### config.mk
export PLATFORM = sky130hd
export DESIGN_NAME = rsh_ref_select
export DESIGN_NICKNAME = d
export VERILOG_FILES = /design/src/logic/rsh_pkg.sv /design/src/logic/rsh_ref_select.sv
export SDC_FILE = /design/constraint.sdc
export NUM_CORES = 1
export LEC_CHECK = 0
export BUFFER_PORTS_ARGS = -buffer_cell sky130_fd_sc_hd__buf_2
export CAP_MARGIN = 30
export CORE_ASPECT_RATIO = 1.4
export CORE_MARGIN = 8
export CORE_UTILIZATION = 55
export DETAILED_ROUTE_END_ITERATION = 8
export PLACE_DENSITY = 0.79
export SYNTH_ARGS = -nofsm -noshare
export SYNTH_HDL_FRONTEND = slang
export SYNTH_SLANG_ARGS = --single-unit
### constraint.sdc
create_clock -name core_clk_i -period 5.54 [get_ports core_clk_i]
set_clock_uncertainty 0.15 [all_clocks]
set_input_delay 0.554 -clock core_clk_i [delete_from_list [all_inputs] [get_ports core_clk_i]]
set_output_delay 0.554 -clock core_clk_i [all_outputs]
set_load 0.005 [all_outputs]
### src/logic/rsh_pkg.sv
package rsh_pkg;
  localparam int NUM_IN = 4;
  localparam int SEL_W = 2;
  localparam int PRIO_W = 2;
  localparam int ADR_W = 8;
  localparam int DAT_W = 32;
  localparam int HCNT_W = 8;
  localparam int PRE_SEL_W = 5;
  localparam int PRE_W = 32;
  localparam int WIN_W = 3;
  localparam int WLIM_W = 9;

  localparam logic [ADR_W-1:0] ADDR_CTRL = 8'h00;
  localparam logic [ADR_W-1:0] ADDR_PRIO = 8'h04;
  localparam logic [ADR_W-1:0] ADDR_HOLDOFF = 8'h08;
  localparam logic [ADR_W-1:0] ADDR_LOCKWIN = 8'h0c;
  localparam logic [ADR_W-1:0] ADDR_STATUS = 8'h10;
  localparam logic [ADR_W-1:0] ADDR_STICKY = 8'h14;

  // control word fields
  localparam int CTRL_MODE_LSB = 0;
  localparam int CTRL_SEL_LSB = 2;
  localparam int CTRL_REVERTIVE_ENABLE_BIT = 4;
  localparam int CTRL_VBYP_BIT = 5;
  localparam int CTRL_FBYP_BIT = 6;
  localparam int CTRL_LOCKF_BIT = 7;
  localparam int CTRL_W = 8;
  // hold-off word fields
  localparam int HO_START_LSB = 0;
  localparam int HO_PRE_LSB = 8;
  localparam int HO_REVAL_LSB = 16;
  localparam int HO_W = 24;
  // lock window word fields
  localparam int LW_START_LSB = 0;
  localparam int LW_END_LSB = 4;
  localparam int LW_W = 7;
  // status word fields
  localparam int ST_VALID_LSB = 0;
  localparam int ST_SEL_LSB = 4;
  localparam int ST_REFV_BIT = 6;
  localparam int ST_HOLD_BIT = 7;
  localparam int ST_VUNL_BIT = 8;
  localparam int ST_FUNL_BIT = 9;
  localparam int ST_CNT_LSB = 16;
  // sticky word fields
  localparam int SK_INLOSS_LSB = 0;
  localparam int SK_REFLOSS_BIT = 4;
  localparam int SK_VUNL_BIT = 5;
  localparam int SK_FUNL_BIT = 6;

  localparam logic [CTRL_W-1:0] CTRL_RST = 8'h00;
  localparam logic [NUM_IN*PRIO_W-1:0] PRIO_RST = 8'he4;
  localparam logic [HO_W-1:0] HOLDOFF_RST = 24'h041110;
  localparam logic [LW_W-1:0] LOCKWIN_RST = 7'h22;

  localparam logic [WIN_W-1:0] WIN_HALF = 3'h0;
  localparam logic [WIN_W-1:0] WIN_ONE_HALF = 3'h1;
  localparam logic [WLIM_W-1:0] WLIM_HALF = 9'h001;
  localparam logic [WLIM_W-1:0] WLIM_ONE_HALF = 9'h003;

  typedef enum logic [1:0] {
    MODE_MANUAL = 2'h0,
    MODE_AUTO = 2'h1,
    MODE_SHORT_HOLD = 2'h2,
    MODE_AUTO_HOLD = 2'h3
  } rsh_mode_t;

  typedef enum logic [1:0] {
    RS_TRACK,
    RS_HOLD_SHORT,
    RS_HOLD_COUNT
  } rsh_state_t;
endpackage

### src/logic/rsh_ref_select.sv
// What this block does
// - a hold-off down-counter delays the switch after loss, auto-with-holdover only
// - counter transition to zero is expiry and triggers a fresh selection
// - counter ticks on vcxo output divided by prescaler, starts from 8-bit value
// - after expiry the counter reloads its start value
// - an input raises no new loss event until its sticky is cleared
// - counter runs only in auto-with-holdover while the countdown holdover state lasts
// - revertive enabled: revalidated input reselected only if it outranks current
// - revertive disabled (default): revalidation never changes the selection
// - short holdover: loss of designated ref enters holdover, selection unchanged
// - short holdover: designated ref revalidated ends holdover, ref valid again
// - writing 1 to the reference loss sticky bit clears it
// - auto-with-holdover: active loss enters holdover and starts countdown
// - all inputs stay monitored during countdown, loss shown live and sticky
// - revalidation during countdown changes no selection, revertive ignored
// - at zero, a revalidated active ref stays selected and holdover ends
// - at zero, else highest-priority valid input is selected, holdover ends
// - at zero with nothing valid, holdover stays and ref sticky not clearable
// - revertive switching resumes once holdover sequence ends
// - vcxo loop locked when feedback edge lies inside window, else unlock flags
// - window start in input periods, end in feedback periods, bypass scaled
// - window codes 000 and 001 mean half and one and a half periods
// - synth loop unlock shown live and sticky, optionally on lock pin
// - mode encoding: manual, automatic, short holdover, auto with holdover
// - per-input priority 0 lowest to 3 highest, changes may reselect
// - input valid again after revalidate_count consecutive edges
`timescale 1ns/1ps
module rsh_ref_select #(
  parameter int NUM_IN = rsh_pkg::NUM_IN
) (
  input wire logic core_clk_i,
  input wire logic rst_n_i,
  input wire logic wb_cyc_i,
  input wire logic wb_stb_i,
  input wire logic wb_we_i,
  input wire logic [rsh_pkg::ADR_W-1:0] wb_adr_i,
  input wire logic [3:0] wb_sel_i,
  input wire logic [rsh_pkg::DAT_W-1:0] wb_dat_i,
  output logic [rsh_pkg::DAT_W-1:0] wb_dat_o,
  output logic wb_ack_o,
  input wire logic [NUM_IN-1:0] in_edge_i,
  input wire logic [NUM_IN-1:0] in_los_i,
  input wire logic vcxo_tick_i,
  input wire logic ref_half_tick_i,
  input wire logic vcxo_half_tick_i,
  input wire logic vco_mv1_half_tick_i,
  input wire logic pd_ref_i,
  input wire logic pd_fb_i,
  input wire logic synth_unlock_i,
  output logic [rsh_pkg::SEL_W-1:0] active_sel_o,
  output logic holdover_o,
  output logic ref_valid_o,
  output logic lock_o
);
  logic [rsh_pkg::CTRL_W-1:0] ctrl_r;
  logic [NUM_IN*rsh_pkg::PRIO_W-1:0] prio_r;
  logic [rsh_pkg::HO_W-1:0] holdoff_r;
  logic [rsh_pkg::LW_W-1:0] lockwin_r;
  logic [rsh_pkg::DAT_W-1:0] rd_nxt;
  logic bus_req, bus_wr, wr_sticky;
  logic [rsh_pkg::DAT_W-1:0] wmask;
  rsh_pkg::rsh_mode_t mode;
  logic [rsh_pkg::SEL_W-1:0] man_sel;
  logic revertive_enable, synth_byp, lockf_en;
  logic [rsh_pkg::HCNT_W-1:0] start_val;
  logic [rsh_pkg::PRE_SEL_W-1:0] pre_sel;
  logic [rsh_pkg::HCNT_W-1:0] reval_cnt;
  logic [NUM_IN-1:0] valid_r, sticky_r, los_d_r, loss_ev;
  rsh_pkg::rsh_state_t state_r;
  logic [rsh_pkg::SEL_W-1:0] sel_r;
  logic ref_valid_r, ref_loss_r;
  logic [rsh_pkg::HCNT_W-1:0] hold_cnt_r;
  logic [rsh_pkg::PRE_W-1:0] pre_cnt_r, pre_last;
  logic hold_run, hold_tick, hold_expire, hold_start, act_ev;
  logic best_any, outranks;
  logic [rsh_pkg::SEL_W-1:0] best_idx;
  logic [rsh_pkg::PRIO_W-1:0] best_prio;
  logic vunl_live_r, vunl_sticky_r, funl_sticky_r, funl_live_r;
  logic [rsh_pkg::WLIM_W-1:0] fb_age_r, late_cnt_r, tb_lim, te_lim;
  logic fb_fresh_r, late_r, fb_half_tick, lock_ev, unlock_ev;

  assign mode = rsh_pkg::rsh_mode_t'(ctrl_r[rsh_pkg::CTRL_MODE_LSB +: 2]);
  assign man_sel = ctrl_r[rsh_pkg::CTRL_SEL_LSB +: rsh_pkg::SEL_W];
  assign revertive_enable = ctrl_r[rsh_pkg::CTRL_REVERTIVE_ENABLE_BIT];
  assign synth_byp = ctrl_r[rsh_pkg::CTRL_FBYP_BIT];
  assign lockf_en = ctrl_r[rsh_pkg::CTRL_LOCKF_BIT];
  assign start_val = holdoff_r[rsh_pkg::HO_START_LSB +: rsh_pkg::HCNT_W];
  assign pre_sel = holdoff_r[rsh_pkg::HO_PRE_LSB +: rsh_pkg::PRE_SEL_W];
  assign reval_cnt = holdoff_r[rsh_pkg::HO_REVAL_LSB +: rsh_pkg::HCNT_W];

  // wishbone classic slave: ack one cycle after the request, write lands on the ack edge
  assign bus_req = wb_cyc_i & wb_stb_i;
  assign bus_wr = bus_req & wb_we_i & wb_ack_o;
  assign wr_sticky = bus_wr & (wb_adr_i == rsh_pkg::ADDR_STICKY);
  always_comb begin
    for (int b = 0; b < 4; b++) begin
      wmask[b*8 +: 8] = {8{wb_sel_i[b]}};
    end
  end

  always_ff @(posedge core_clk_i or negedge rst_n_i) begin
    if (!rst_n_i) begin
      wb_ack_o <= 1'b0;
      wb_dat_o <= '0;
    end else begin
      wb_ack_o <= bus_req & ~wb_ack_o;
      wb_dat_o <= rd_nxt;
    end
  end

  always_ff @(posedge core_clk_i or negedge rst_n_i) begin
    if (!rst_n_i) begin
      ctrl_r <= rsh_pkg::CTRL_RST;
      prio_r <= rsh_pkg::PRIO_RST;
      holdoff_r <= rsh_pkg::HOLDOFF_RST;
      lockwin_r <= rsh_pkg::LOCKWIN_RST;
    end else if (bus_wr) begin
      case (wb_adr_i)
        rsh_pkg::ADDR_CTRL:
          ctrl_r <= (ctrl_r & ~wmask[rsh_pkg::CTRL_W-1:0])
                    | (wb_dat_i[rsh_pkg::CTRL_W-1:0] & wmask[rsh_pkg::CTRL_W-1:0]);
        rsh_pkg::ADDR_PRIO:
          prio_r <= (prio_r & ~wmask[NUM_IN*rsh_pkg::PRIO_W-1:0])
                    | (wb_dat_i[NUM_IN*rsh_pkg::PRIO_W-1:0] & wmask[NUM_IN*rsh_pkg::PRIO_W-1:0]);
        rsh_pkg::ADDR_HOLDOFF:
          holdoff_r <= (holdoff_r & ~wmask[rsh_pkg::HO_W-1:0])
                       | (wb_dat_i[rsh_pkg::HO_W-1:0] & wmask[rsh_pkg::HO_W-1:0]);
        rsh_pkg::ADDR_LOCKWIN:
          lockwin_r <= (lockwin_r & ~wmask[rsh_pkg::LW_W-1:0])
                       | (wb_dat_i[rsh_pkg::LW_W-1:0] & wmask[rsh_pkg::LW_W-1:0]);
        default: begin
        end
      endcase
    end
  end

  always_comb begin
    rd_nxt = '0;
    case (wb_adr_i)
      rsh_pkg::ADDR_CTRL: rd_nxt[rsh_pkg::CTRL_W-1:0] = ctrl_r;
      rsh_pkg::ADDR_PRIO: rd_nxt[NUM_IN*rsh_pkg::PRIO_W-1:0] = prio_r;
      rsh_pkg::ADDR_HOLDOFF: rd_nxt[rsh_pkg::HO_W-1:0] = holdoff_r;
      rsh_pkg::ADDR_LOCKWIN: rd_nxt[rsh_pkg::LW_W-1:0] = lockwin_r;
      rsh_pkg::ADDR_STATUS: begin
        rd_nxt[rsh_pkg::ST_VALID_LSB +: NUM_IN] = valid_r;
        rd_nxt[rsh_pkg::ST_SEL_LSB +: rsh_pkg::SEL_W] = sel_r;
        rd_nxt[rsh_pkg::ST_REFV_BIT] = ref_valid_r;
        rd_nxt[rsh_pkg::ST_HOLD_BIT] = (state_r != rsh_pkg::RS_TRACK);
        rd_nxt[rsh_pkg::ST_VUNL_BIT] = vunl_live_r;
        rd_nxt[rsh_pkg::ST_FUNL_BIT] = funl_live_r;
        rd_nxt[rsh_pkg::ST_CNT_LSB +: rsh_pkg::HCNT_W] = hold_cnt_r;
      end
      rsh_pkg::ADDR_STICKY: begin
        rd_nxt[rsh_pkg::SK_INLOSS_LSB +: NUM_IN] = sticky_r;
        rd_nxt[rsh_pkg::SK_REFLOSS_BIT] = ref_loss_r;
        rd_nxt[rsh_pkg::SK_VUNL_BIT] = vunl_sticky_r;
        rd_nxt[rsh_pkg::SK_FUNL_BIT] = funl_sticky_r;
      end
      default: rd_nxt = '0;
    endcase
  end

  // per-input monitor: live validity, revalidation count and loss sticky
  genvar gi;
  generate
    for (gi = 0; gi < NUM_IN; gi++) begin : g_in
      logic [rsh_pkg::HCNT_W-1:0] vcnt_r;
      // an unacknowledged loss blocks further events from this input
      assign loss_ev[gi] = in_los_i[gi] & ~los_d_r[gi] & ~sticky_r[gi];
      always_ff @(posedge core_clk_i or negedge rst_n_i) begin
        if (!rst_n_i) begin
          valid_r[gi] <= 1'b0;
          vcnt_r <= '0;
          los_d_r[gi] <= 1'b0;
        end else begin
          los_d_r[gi] <= in_los_i[gi];
          if (in_los_i[gi]) begin
            valid_r[gi] <= 1'b0;
            vcnt_r <= '0;
          end else if (!valid_r[gi] && in_edge_i[gi]) begin
            if (vcnt_r + 1'b1 >= reval_cnt) begin
              valid_r[gi] <= 1'b1;
              vcnt_r <= '0;
            end else begin
              vcnt_r <= vcnt_r + 1'b1;
            end
          end
        end
      end
      always_ff @(posedge core_clk_i or negedge rst_n_i) begin
        if (!rst_n_i) begin
          sticky_r[gi] <= 1'b0;
        end else if (loss_ev[gi]) begin
          sticky_r[gi] <= 1'b1;
        end else if (wr_sticky && wb_sel_i[0] && wb_dat_i[rsh_pkg::SK_INLOSS_LSB + gi]
                     && valid_r[gi]) begin
          sticky_r[gi] <= 1'b0;
        end
      end
    end
  endgenerate

  // highest priority valid input; ties go to the lowest index
  always_comb begin
    best_any = 1'b0;
    best_idx = '0;
    best_prio = '0;
    for (int i = 0; i < NUM_IN; i++) begin
      if (valid_r[i] && (!best_any || prio_r[i*rsh_pkg::PRIO_W +: rsh_pkg::PRIO_W] > best_prio)) begin
        best_any = 1'b1;
        best_idx = rsh_pkg::SEL_W'(i);
        best_prio = prio_r[i*rsh_pkg::PRIO_W +: rsh_pkg::PRIO_W];
      end
    end
  end
  assign outranks = best_any && (best_prio > prio_r[sel_r*rsh_pkg::PRIO_W +: rsh_pkg::PRIO_W]);
  assign act_ev = loss_ev[sel_r];
  assign hold_start = (state_r == rsh_pkg::RS_TRACK) && (mode == rsh_pkg::MODE_AUTO_HOLD)
                      && act_ev;

  always_ff @(posedge core_clk_i or negedge rst_n_i) begin
    if (!rst_n_i) begin
      state_r <= rsh_pkg::RS_TRACK;
      sel_r <= '0;
      ref_valid_r <= 1'b0;
    end else begin
      case (state_r)
        rsh_pkg::RS_TRACK: begin
          case (mode)
            rsh_pkg::MODE_SHORT_HOLD: begin
              sel_r <= man_sel;
              if (act_ev) begin
                state_r <= rsh_pkg::RS_HOLD_SHORT;
                ref_valid_r <= 1'b0;
              end else begin
                ref_valid_r <= valid_r[man_sel];
              end
            end
            rsh_pkg::MODE_AUTO: begin
              if ((!valid_r[sel_r] || (revertive_enable && outranks)) && best_any) begin
                sel_r <= best_idx;
                ref_valid_r <= 1'b1;
              end else begin
                ref_valid_r <= valid_r[sel_r];
              end
            end
            rsh_pkg::MODE_AUTO_HOLD: begin
              if (act_ev) begin
                state_r <= rsh_pkg::RS_HOLD_COUNT;
                ref_valid_r <= 1'b0;
              end else if (revertive_enable && outranks) begin
                sel_r <= best_idx;
                ref_valid_r <= 1'b1;
              end else begin
                ref_valid_r <= valid_r[sel_r];
              end
            end
            default: begin
              sel_r <= man_sel;
              ref_valid_r <= valid_r[man_sel];
            end
          endcase
        end
        rsh_pkg::RS_HOLD_SHORT: begin
          if (mode != rsh_pkg::MODE_SHORT_HOLD) begin
            state_r <= rsh_pkg::RS_TRACK;
          end else if (valid_r[sel_r]) begin
            state_r <= rsh_pkg::RS_TRACK;
            ref_valid_r <= 1'b1;
          end
        end
        rsh_pkg::RS_HOLD_COUNT: begin
          // revertive and priority changes are ignored until expiry
          if (mode != rsh_pkg::MODE_AUTO_HOLD) begin
            state_r <= rsh_pkg::RS_TRACK;
          end else if (hold_expire) begin
            if (valid_r[sel_r]) begin
              state_r <= rsh_pkg::RS_TRACK;
              ref_valid_r <= 1'b1;
            end else if (best_any) begin
              sel_r <= best_idx;
              state_r <= rsh_pkg::RS_TRACK;
              ref_valid_r <= 1'b1;
            end
          end
        end
        default: state_r <= rsh_pkg::RS_TRACK;
      endcase
    end
  end

  // reference loss sticky reads 1 when clear; loss wins over a same-cycle write
  always_ff @(posedge core_clk_i or negedge rst_n_i) begin
    if (!rst_n_i) begin
      ref_loss_r <= 1'b1;
    end else if (act_ev) begin
      ref_loss_r <= 1'b0;
    end else if (wr_sticky && wb_sel_i[0] && wb_dat_i[rsh_pkg::SK_REFLOSS_BIT]
                 && ref_valid_r) begin
      ref_loss_r <= 1'b1;
    end
  end

  // hold-off prescaler and down-counter, gated off outside the countdown
  assign hold_run = (state_r == rsh_pkg::RS_HOLD_COUNT) && (mode == rsh_pkg::MODE_AUTO_HOLD);
  assign pre_last = (rsh_pkg::PRE_W'(1) << pre_sel) - rsh_pkg::PRE_W'(1);
  assign hold_tick = hold_run && vcxo_tick_i && (pre_cnt_r == pre_last);
  assign hold_expire = hold_tick && (hold_cnt_r <= rsh_pkg::HCNT_W'(1));

  always_ff @(posedge core_clk_i or negedge rst_n_i) begin
    if (!rst_n_i) begin
      pre_cnt_r <= '0;
    end else if (!hold_run) begin
      pre_cnt_r <= '0;
    end else if (vcxo_tick_i) begin
      pre_cnt_r <= (pre_cnt_r == pre_last) ? '0 : pre_cnt_r + 1'b1;
    end
  end

  always_ff @(posedge core_clk_i or negedge rst_n_i) begin
    if (!rst_n_i) begin
      hold_cnt_r <= '0;
    end else if (hold_start) begin
      hold_cnt_r <= start_val;
    end else if (hold_expire) begin
      hold_cnt_r <= start_val;
    end else if (hold_tick) begin
      hold_cnt_r <= hold_cnt_r - 1'b1;
    end
  end

  // lock window limits in half periods; code 0 and 1 are half and 1.5 periods
  function automatic logic [rsh_pkg::WLIM_W-1:0] win_lim(input logic [rsh_pkg::WIN_W-1:0] c);
    if (c == rsh_pkg::WIN_HALF) begin
      win_lim = rsh_pkg::WLIM_HALF;
    end else if (c == rsh_pkg::WIN_ONE_HALF) begin
      win_lim = rsh_pkg::WLIM_ONE_HALF;
    end else begin
      win_lim = ((rsh_pkg::WLIM_W'(1) << c) - rsh_pkg::WLIM_W'(1)) << 1;
    end
  endfunction
  assign tb_lim = win_lim(lockwin_r[rsh_pkg::LW_START_LSB +: rsh_pkg::WIN_W]);
  assign te_lim = win_lim(lockwin_r[rsh_pkg::LW_END_LSB +: rsh_pkg::WIN_W]);
  // with the synth loop bypassed the late side counts vco periods scaled by its divider
  assign fb_half_tick = synth_byp ? vco_mv1_half_tick_i : vcxo_half_tick_i;
  assign lock_ev = (pd_ref_i && fb_fresh_r && fb_age_r <= tb_lim) || (late_r && pd_fb_i);
  assign unlock_ev = (pd_ref_i && late_r)
                     || (late_r && !pd_fb_i && fb_half_tick && late_cnt_r >= te_lim);

  always_ff @(posedge core_clk_i or negedge rst_n_i) begin
    if (!rst_n_i) begin
      fb_age_r <= '0;
      fb_fresh_r <= 1'b0;
      late_r <= 1'b0;
      late_cnt_r <= '0;
    end else begin
      if (pd_fb_i) begin
        fb_age_r <= '0;
      end else if (ref_half_tick_i && fb_age_r != '1) begin
        fb_age_r <= fb_age_r + 1'b1;
      end
      // a feedback edge consumed by the late window must not also count as early
      if (pd_ref_i) begin
        fb_fresh_r <= 1'b0;
      end else if (pd_fb_i && !late_r) begin
        fb_fresh_r <= 1'b1;
      end
      if (pd_ref_i && !(fb_fresh_r && fb_age_r <= tb_lim)) begin
        late_r <= 1'b1;
        late_cnt_r <= '0;
      end else if (lock_ev || unlock_ev) begin
        late_r <= 1'b0;
      end else if (late_r && fb_half_tick) begin
        late_cnt_r <= late_cnt_r + 1'b1;
      end
    end
  end

  always_ff @(posedge core_clk_i or negedge rst_n_i) begin
    if (!rst_n_i) begin
      vunl_live_r <= 1'b1;
      vunl_sticky_r <= 1'b0;
      funl_live_r <= 1'b0;
      funl_sticky_r <= 1'b0;
    end else begin
      if (unlock_ev) begin
        vunl_live_r <= 1'b1;
      end else if (lock_ev) begin
        vunl_live_r <= 1'b0;
      end
      if (unlock_ev) begin
        vunl_sticky_r <= 1'b1;
      end else if (wr_sticky && wb_sel_i[0] && wb_dat_i[rsh_pkg::SK_VUNL_BIT]) begin
        vunl_sticky_r <= 1'b0;
      end
      funl_live_r <= synth_unlock_i;
      if (synth_unlock_i) begin
        funl_sticky_r <= 1'b1;
      end else if (wr_sticky && wb_sel_i[0] && wb_dat_i[rsh_pkg::SK_FUNL_BIT]) begin
        funl_sticky_r <= 1'b0;
      end
    end
  end

  always_ff @(posedge core_clk_i or negedge rst_n_i) begin
    if (!rst_n_i) begin
      active_sel_o <= '0;
      holdover_o <= 1'b0;
      ref_valid_o <= 1'b0;
      lock_o <= 1'b0;
    end else begin
      active_sel_o <= sel_r;
      holdover_o <= (state_r != rsh_pkg::RS_TRACK);
      ref_valid_o <= ref_valid_r;
      lock_o <= !vunl_live_r && !(lockf_en && funl_live_r);
    end
  end

  a_ack_single_pulse: assert property (@(posedge core_clk_i) disable iff (!rst_n_i)
    wb_ack_o |=> !wb_ack_o) else $error("ack held more than one cycle");
  a_sticky_sets_loss: assert property (@(posedge core_clk_i) disable iff (!rst_n_i)
    loss_ev[0] |=> sticky_r[0] && !valid_r[0]) else $error("loss event not latched");
  a_revalid_on_edge: assert property (@(posedge core_clk_i) disable iff (!rst_n_i)
    $rose(valid_r[0]) |-> $past(in_edge_i[0]) && !$past(in_los_i[0]))
    else $error("input validated without an edge");
  a_holdoff_gated_off: assert property (@(posedge core_clk_i) disable iff (!rst_n_i)
    !hold_run |=> pre_cnt_r == '0) else $error("prescaler ran outside countdown");
  a_holdoff_start_load: assert property (@(posedge core_clk_i) disable iff (!rst_n_i)
    hold_start |=> state_r == rsh_pkg::RS_HOLD_COUNT && !ref_valid_r && !ref_loss_r
    && hold_cnt_r == $past(start_val)) else $error("countdown did not start");
  a_expiry_reloads: assert property (@(posedge core_clk_i) disable iff (!rst_n_i)
    hold_expire |=> hold_cnt_r == $past(start_val)) else $error("counter not reloaded");
  a_short_keeps_sel: assert property (@(posedge core_clk_i) disable iff (!rst_n_i)
    state_r == rsh_pkg::RS_HOLD_SHORT |=> sel_r == $past(sel_r))
    else $error("selection moved in short holdover");
  a_countdown_frozen: assert property (@(posedge core_clk_i) disable iff (!rst_n_i)
    hold_run && !hold_expire |=> sel_r == $past(sel_r) && !ref_valid_r)
    else $error("selection moved during countdown");
  a_expire_keeps_ref: assert property (@(posedge core_clk_i) disable iff (!rst_n_i)
    hold_expire && valid_r[sel_r] |=> state_r == rsh_pkg::RS_TRACK && ref_valid_r
    && sel_r == $past(sel_r)) else $error("revalidated reference not kept");
  a_expire_none_valid: assert property (@(posedge core_clk_i) disable iff (!rst_n_i)
    hold_expire && !best_any |=> state_r == rsh_pkg::RS_HOLD_COUNT && !ref_valid_r)
    else $error("holdover left with no valid input");
  a_nonrev_no_switch: assert property (@(posedge core_clk_i) disable iff (!rst_n_i)
    state_r == rsh_pkg::RS_TRACK && !revertive_enable && valid_r[sel_r] && !act_ev
    && (mode == rsh_pkg::MODE_AUTO || mode == rsh_pkg::MODE_AUTO_HOLD)
    |=> sel_r == $past(sel_r)) else $error("switch without revertive");
endmodule

== Word level (Yosys, flattened, before mapping) ==
Index checks and enable logic that the tools add are counted.

* Register bits: 191
* Output and inout port bits: 38
* Logic and storage cells: 354

* $add $sub $neg: 11
* Order comparisons: 13
* Equality and inequality tests: 34
* Shift operators: 4
* Muxes and demuxes: 113
* Bitwise gates (word level): 36
* Reductions and logical operators: 103

{| class="wikitable"
|+ Operator list
! operator !! count
|-
| 8-bit 2-to-1 mux || 15
|-
| 32-bit 2-to-1 mux || 3
|-
| 9-bit 2-to-1 mux || 9
|-
| 1-bit 2-to-1 mux || 51
|-
| 24-bit AND || 2
|-
| 2-bit nonzero test || 22
|-
| 1-bit logical AND || 43
|-
| 2-bit 2-to-1 mux || 21
|-
| 7-bit one-hot mux with 6 select lines || 1
|-
| 32-bit by 1-bit adder with 32-bit output, second input constant || 1
|-
| 8-bit by 1-bit adder with 8-bit output, second input constant || 4
|-
| 32-bit equality test || 1
|-
| 8-bit greater-or-equal comparator || 4
|-
| 1-bit by 5-bit left shift with 32-bit output, first input constant || 1
|-
| 32-bit by 2-bit subtractor with 32-bit output, second input constant || 1
|-
| 8-bit AND || 3
|-
| 24-bit NOT || 1
|-
| 24-bit OR || 1
|-
| 3-bit != test, second input constant || 7
|-
| 2-bit != test, second input constant || 10
|-
| 9-bit by 1-bit adder with 9-bit output, second input constant || 2
|-
| 2-bit AND reduction || 9
|-
| 8-bit by 4-bit equality test with 1-bit output, second input constant || 2
|-
| 8-bit by 5-bit equality test with 1-bit output, second input constant || 2
|-
| other kinds (39) || 98
|}

== Longest topological paths before layout ==
* Word-level depth: 21
* Depth in mapped cells: 30
* Mapped depth without buffers: 29

== Worst setup path after synthesis ==
No wires, ideal clock.

* Path kind: register -> register
* Start: reg valid_r[0]
* End: reg sel_r[0] (netlist bit)
* Setup time: 138 ps
* Data arrival time: 5,020 ps
* Required time: 5,252 ps
* Slack: 232 ps
* Stages on the path, launching flop included: 29
* Path buffers: 1
* Clock period less this slack: 5,308 ps
* Cell sequence: dfrtp_1 clkbuf_1 nand2_1 ha_1 nor2b_1 o21ai_0 nand2_1 nand2_1 nand2_1 o21ai_0 ha_1 nor2_1 o211ai_1 a21boi_0 a21oi_1 mux2_2 ha_1 nand2_1 o21ai_0 a21oi_1 o21ai_0 ha_1 nor2b_1 o2111ai_1 a21oi_1 o211ai_1 nor2_1 a221oi_1 o211ai_1

* Longest elaborated chain between the ends: 20
* Elaborated cells between the ends (all ways): 45
* Those cells by class: order compare: 4; eq/ne: 4; mux: 22; reduce/logical: 15

{| class="wikitable"
|+ RTL lines
! element !! RTL line !! RTL
|-
| start: declaration || rsh_ref_select.sv:68 || <nowiki>logic [NUM_IN-1:0] valid_r, sticky_r, los_d_r, loss_ev;</nowiki>
|-
| start signal: indexed assignment || rsh_ref_select.sv:172 || <nowiki>valid_r[gi] <= 1'b0;</nowiki>
|-
| start signal: indexed assignment || rsh_ref_select.sv:178 || <nowiki>valid_r[gi] <= 1'b0;</nowiki>
|-
| start signal: indexed assignment || rsh_ref_select.sv:182 || <nowiki>valid_r[gi] <= 1'b1;</nowiki>
|-
| 2-bit 2-to-1 mux or 1-bit 2-to-1 mux (tied branches) || rsh_ref_select.sv:209 || <nowiki>if (valid_r[i] && (!best_any || prio_r[i*rsh_pkg::PRIO_W +: rsh_pkg::PRIO_W] > best_prio)) begin</nowiki>
|-
| 2-bit > comparator or 1-bit zero test (tied branches) || rsh_ref_select.sv:209 ||
|-
| 1-bit logical OR || rsh_ref_select.sv:209 ||
|-
| 1-bit logical AND || rsh_ref_select.sv:209 ||
|-
| 2-bit 2-to-1 mux or 1-bit 2-to-1 mux (tied branches) || rsh_ref_select.sv:209 ||
|-
| 2-bit > comparator or 1-bit zero test (tied branches) || rsh_ref_select.sv:209 ||
|-
| 1-bit logical OR || rsh_ref_select.sv:209 ||
|-
| 1-bit logical AND || rsh_ref_select.sv:209 ||
|-
| (+4 left out) || -- ||
|-
| 2-bit 2-to-1 mux || rsh_ref_select.sv:209 ||
|-
| 2-bit > comparator || rsh_ref_select.sv:216 || <nowiki>assign outranks = best_any && (best_prio > prio_r[sel_r*rsh_pkg::PRIO_W +: rsh_pkg::PRIO_W]);</nowiki>
|-
| 1-bit logical AND || rsh_ref_select.sv:216 ||
|-
| 1-bit logical AND || rsh_ref_select.sv:240, rsh_ref_select.sv:251 ||
|-
| 1-bit logical OR || rsh_ref_select.sv:240 || <nowiki>if ((!valid_r[sel_r] || (revertive_enable && outranks)) && best_any) begin</nowiki>
|-
| 1-bit logical AND || rsh_ref_select.sv:240 ||
|-
| 3-bit != test (no line) || -- ||
|-
| 8-bit AND reduction (no line) || -- ||
|-
| end signal: assignment || rsh_ref_select.sv:241 || <nowiki>sel_r <= best_idx;</nowiki>
|-
| end signal: assignment || rsh_ref_select.sv:252 || <nowiki>sel_r <= best_idx;</nowiki>
|-
| end signal: assignment || rsh_ref_select.sv:259 || <nowiki>sel_r <= man_sel;</nowiki>
|-
| end: declaration || rsh_ref_select.sv:70 || <nowiki>logic [rsh_pkg::SEL_W-1:0] sel_r;</nowiki>
|}

Parallel ways exist; a longest one is shown, timed or not. The select of a mux whose other input is x is not followed.
A chain may end at the register's enable or synchronous reset.

==> qor.txt <==
OUTCOME
---------------------------------------------------------------------------------
Run status                                                           complete, no violations

CELLS AND AREA
---------------------------------------------------------------------------------
FILL cells                                                                   1902
Syn-to-layout area delta                                                   10.34%
Most used cells in the layout excluding fill and tap cells           sky130_fd_sc_hd__dfrtp_1 (179), sky130_fd_sc_hd__nand2_1 (138), sky130_fd_sc_hd__o21ai_0 (84)
Number of inserted diodes                                                       0
Number of standard cells in the final layout excluding fillers               1707
Final-stage net count                                                        1528
Most common cell after layout, fill and taps aside                   sky130_fd_sc_hd__dfrtp_1
Fraction of final layout cells sized beyond drive strength 1               17.00%

SETUP PATH
---------------------------------------------------------------------------------
R2R Path End                                                             sel_r[1]
Cell depth of the worst flop-to-flop path                                      29
Worst setup EP type                                                      register
Worst setup path endpoint                                                sel_r[1]
Crit-path slowest cell                                               sky130_fd_sc_hd__dfrtp_1
Critical Setup Path Class                                              reg -> reg
Flop2flop setup slack                                                     0.29 ns
Longest individual stage delay on the worst path                          0.42 ns
Setup crit start kind                                                    register
Critical path fanouts, max                                                      4
Arrival time at the worst endpoint                                        5.49 ns
Data required time of the critical path                                   5.78 ns

FLOORPLAN
---------------------------------------------------------------------------------
Die outline height                                                       193.4 um
Placeable core area                                                    22280 um^2
Placement Rows                                                                 65
Initial cell density of the core                                           55.48%
DIE AREA                                                               27600 um^2
X dimension of the die                                                   142.7 um
Number of placed I/O pins                                                     102

PWR
---------------------------------------------------------------------------------
Design internal power                                                    2.117 mW
Net switching fraction of the power                                        25.31%
P_leak                                                                   6.434 nW
Total net switching power                                               0.7173 mW
Total power per unit cell area                                       207.7 nW/um^2
Logic gate share of total power                                              6.1%
Flop pwr share                                                              51.0%
Worst voltage drop across the vdd grid                                   196.9 uV
Total design power                                                       2.834 mW
Fraction of power consumed by the clock network                             42.9%

ROUTE
---------------------------------------------------------------------------------
Via count                                                                   10470
Final routed DRC violation total                                                0
DRT antenna net count                                                           0
Drt first-iter violations                                                     903
Final wirelength                                                         31720 um
Router iterations before antenna repair                                         5
Routed wire per std cell                                                 18.58 um
Via/cell ratio                                                              6.131

WORST HOLD PATH
---------------------------------------------------------------------------------
Count of cells along the worst hold path                                        1
Worst hold-check path type                                              in -> reg

GRT
---------------------------------------------------------------------------------
Antenna violations before repair                                                0
Wire length of the first global-routing pass                             51850 um
Number of global-route vias before repair                                   10060
GRT Total Usage                                                            23.29%
Overflow left after global routing                                              0
Largest net degree at the start of global routing                              78

TIMING
---------------------------------------------------------------------------------
Tightest slew margin relative to the limit                                 33.09%
Final Hold Vio Count                                                            0
Number of endpoints failing setup at the final stage                            0
Final worst path period share                                              94.76%
Slew at the pin with the worst max-slew slack                            1.002 ns
F_max                                                                   190.5 MHz
Number of slew-limit violations in the final report                             0
Setup WS post-layout                                                    0.2904 ns
Final min period                                                         5.250 ns

CLOCKING
---------------------------------------------------------------------------------
Clock root buffer master                                             sky130_fd_sc_hd__clkbuf_16
Worst skew pair latency                                                   0.45 ns
Max Root-Sink Buffers                                                           2
TritonCTS clock tree                                                          yes
Number of H-tree levels                                                         4
Num CTS Buffers                                                                17
Clock-pin slew on the worst setup and hold paths                          0.08 ns
Number of clock sinks                                                         191

JOB
---------------------------------------------------------------------------------
Max Cap Violations                                                              0

SYNTH
---------------------------------------------------------------------------------
Yosys top cell area share                                                  36.23%
Summed instance area of the synthesized netlist                        12360 um^2
Fraction of synthesis flops using an asynchronous set or reset pin         100.0%
Sequential fraction of the synthesis area                                  38.78%
Count of flip-flops with a built-in enable after synthesis                      0
Synthesized instance count                                                   1343
Top flip-flop cell by instance count after synthesis                 sky130_fd_sc_hd__dfrtp_1
Count of different cell masters after synthesis                                84
Area leader, netlist                                                 sky130_fd_sc_hd__dfrtp_1
Average size of a mapped cell                                          9.206 um^2
Number of synthesis warnings                                                    0
Largest cells by area after synthesis                                sky130_fd_sc_hd__dfrtp_1 (36%), sky130_fd_sc_hd__ha_1 (7.2%), sky130_fd_sc_hd__nand2_1 (4.3%), sky130_fd_sc_hd__mux2_2 (3.8%), sky130_fd_sc_hd__o21ai_0 (3.6%)
Number of storage elements in the synthesis netlist                           191

PLACED DESIGN
---------------------------------------------------------------------------------
Detailed Place HPWL                                                      23210 um
Post-Place Worst Slack                                                 -0.1750 ns
Number of input and output port buffers inserted                               84
Inst Count DP                                                                1667
Final weighted congestion in routability-driven placement                  0.9143

cell usage after synthesis, drive strengths merged (5+ instances only):
cell,n
a2111oi,5
a211oi,5
a21o,23
a21oi,66
a22o,25
a22oi,6
a31oi,6
a32o,8
a32oi,7
and2,14
and3,28
buf,33
clkbuf,51
dfrtp,179
dfstp,12
ha,71
inv,54
mux2,42
mux2i,31
mux4,7
nand2,141
nand2b,29
nand3,70
nand4,21
nor2,83
nor2b,15
nor3,22
nor3b,10
nor4,9
o211ai,15
o21a,8
o21ai,90
o21bai,5
o31ai,5
or2,8
or3,12
or4,5
xnor2,23
xor2,25
cell type report:
| type | instances | area (um^2) | share of cell area (%) |
|---|---|---|---|
| Clock inverter | 12 | 122.6 | 0.8988 |
| Timing Repair Buffer | 107 | 616.8 | 4.522 |
| Inverter | 55 | 206.4 | 1.513 |
| Tap cell | 301 | 376.6 | 2.761 |
| Sequential cell | 191 | 4795 | 35.15 |
| Clock buffer | 20 | 466.7 | 3.421 |
| Multi-Input combinational cell | 1021 | 7058 | 51.74 |
power by group through the flow:
stage	Sequential (mW)	Clock, mW	Combinational, mW
5_1_grt	1.45	1.29	0.196
6_report	1.45	1.22	0.172
3_5_place_dp	1.47	0	0.171
4_1_cts	1.45	1.24	0.173
3_3_place_gp	1.47	0	0.165
2_1_floorplan	1.46	0	0.0947
worst max-delay path, delay by kind of cell (launching register included):
kind	cells	cell delay (ns)
DFF	1	0.42
muxes	3	0.76
buffers and inverters	1	0.09
AOI/OAI and AO/OA	11	1.61
and+or+nand+nor	10	1.14
adders and majority gates	4	1.01
layer usage:
metal | track usage, % | share of wire (%)
met1 | 27.77 | 39
met2 | 39.60 | 51
met3 | 3.894 | 4.2
met4 | 11.49 | 4.9
met5 | 0 | 0
how the worst min path moves through the flow:
stage / from / endpoint
after floorplan: rst_n_i / asynchronous set/reset pin
after global placement: wb_ack_o / wb_ack_o
after detailed placement: funl_live_r / lock_o
after CTS: synth_unlock_i / funl_live_r
after global routing: synth_unlock_i / funl_live_r
final: synth_unlock_i / funl_live_r
metrics by stage:
step           cell area (um^2)  hold slack, ns  TNS [ns]  util [%]
2_1_floorplan             12390          0.1084         0         -
3_3_place_gp              12890          0.2794         0     57.87
3_5_place_dp              12900          0.2900   -0.3137     57.90
4_1_cts                   13510         0.07315         0     60.64
5_1_grt                   13640         0.06770   -0.1127     61.22
6_report                  13640         0.08245         0     61.22
timing repair:
action	CTS	global route
pin swaps	1	12
resized for setup	3	22
endpoints found under the hold margin	43	0
hold buffers	1	0
buffers inserted	1	6
endpoints found under the setup margin	3	3
cell families (layout without fill, tap and decap cells):
group	count (synthesis)	count (layout)	share of synthesized area, %
AND/OR/NAND/NOR	492	492	20.32
flip-flops	191	191	38.78
multiplexers	80	80	7.611
buffers and inverters	139	194	5.222
XOR/XNOR	48	48	3.400
other	2	10	0.06075
AO/OA/AOI/OAI	320	320	17.42
adder cells (fa/ha/maj)	71	71	7.185
Note: power is estimated with default switching activity, not from simulation.
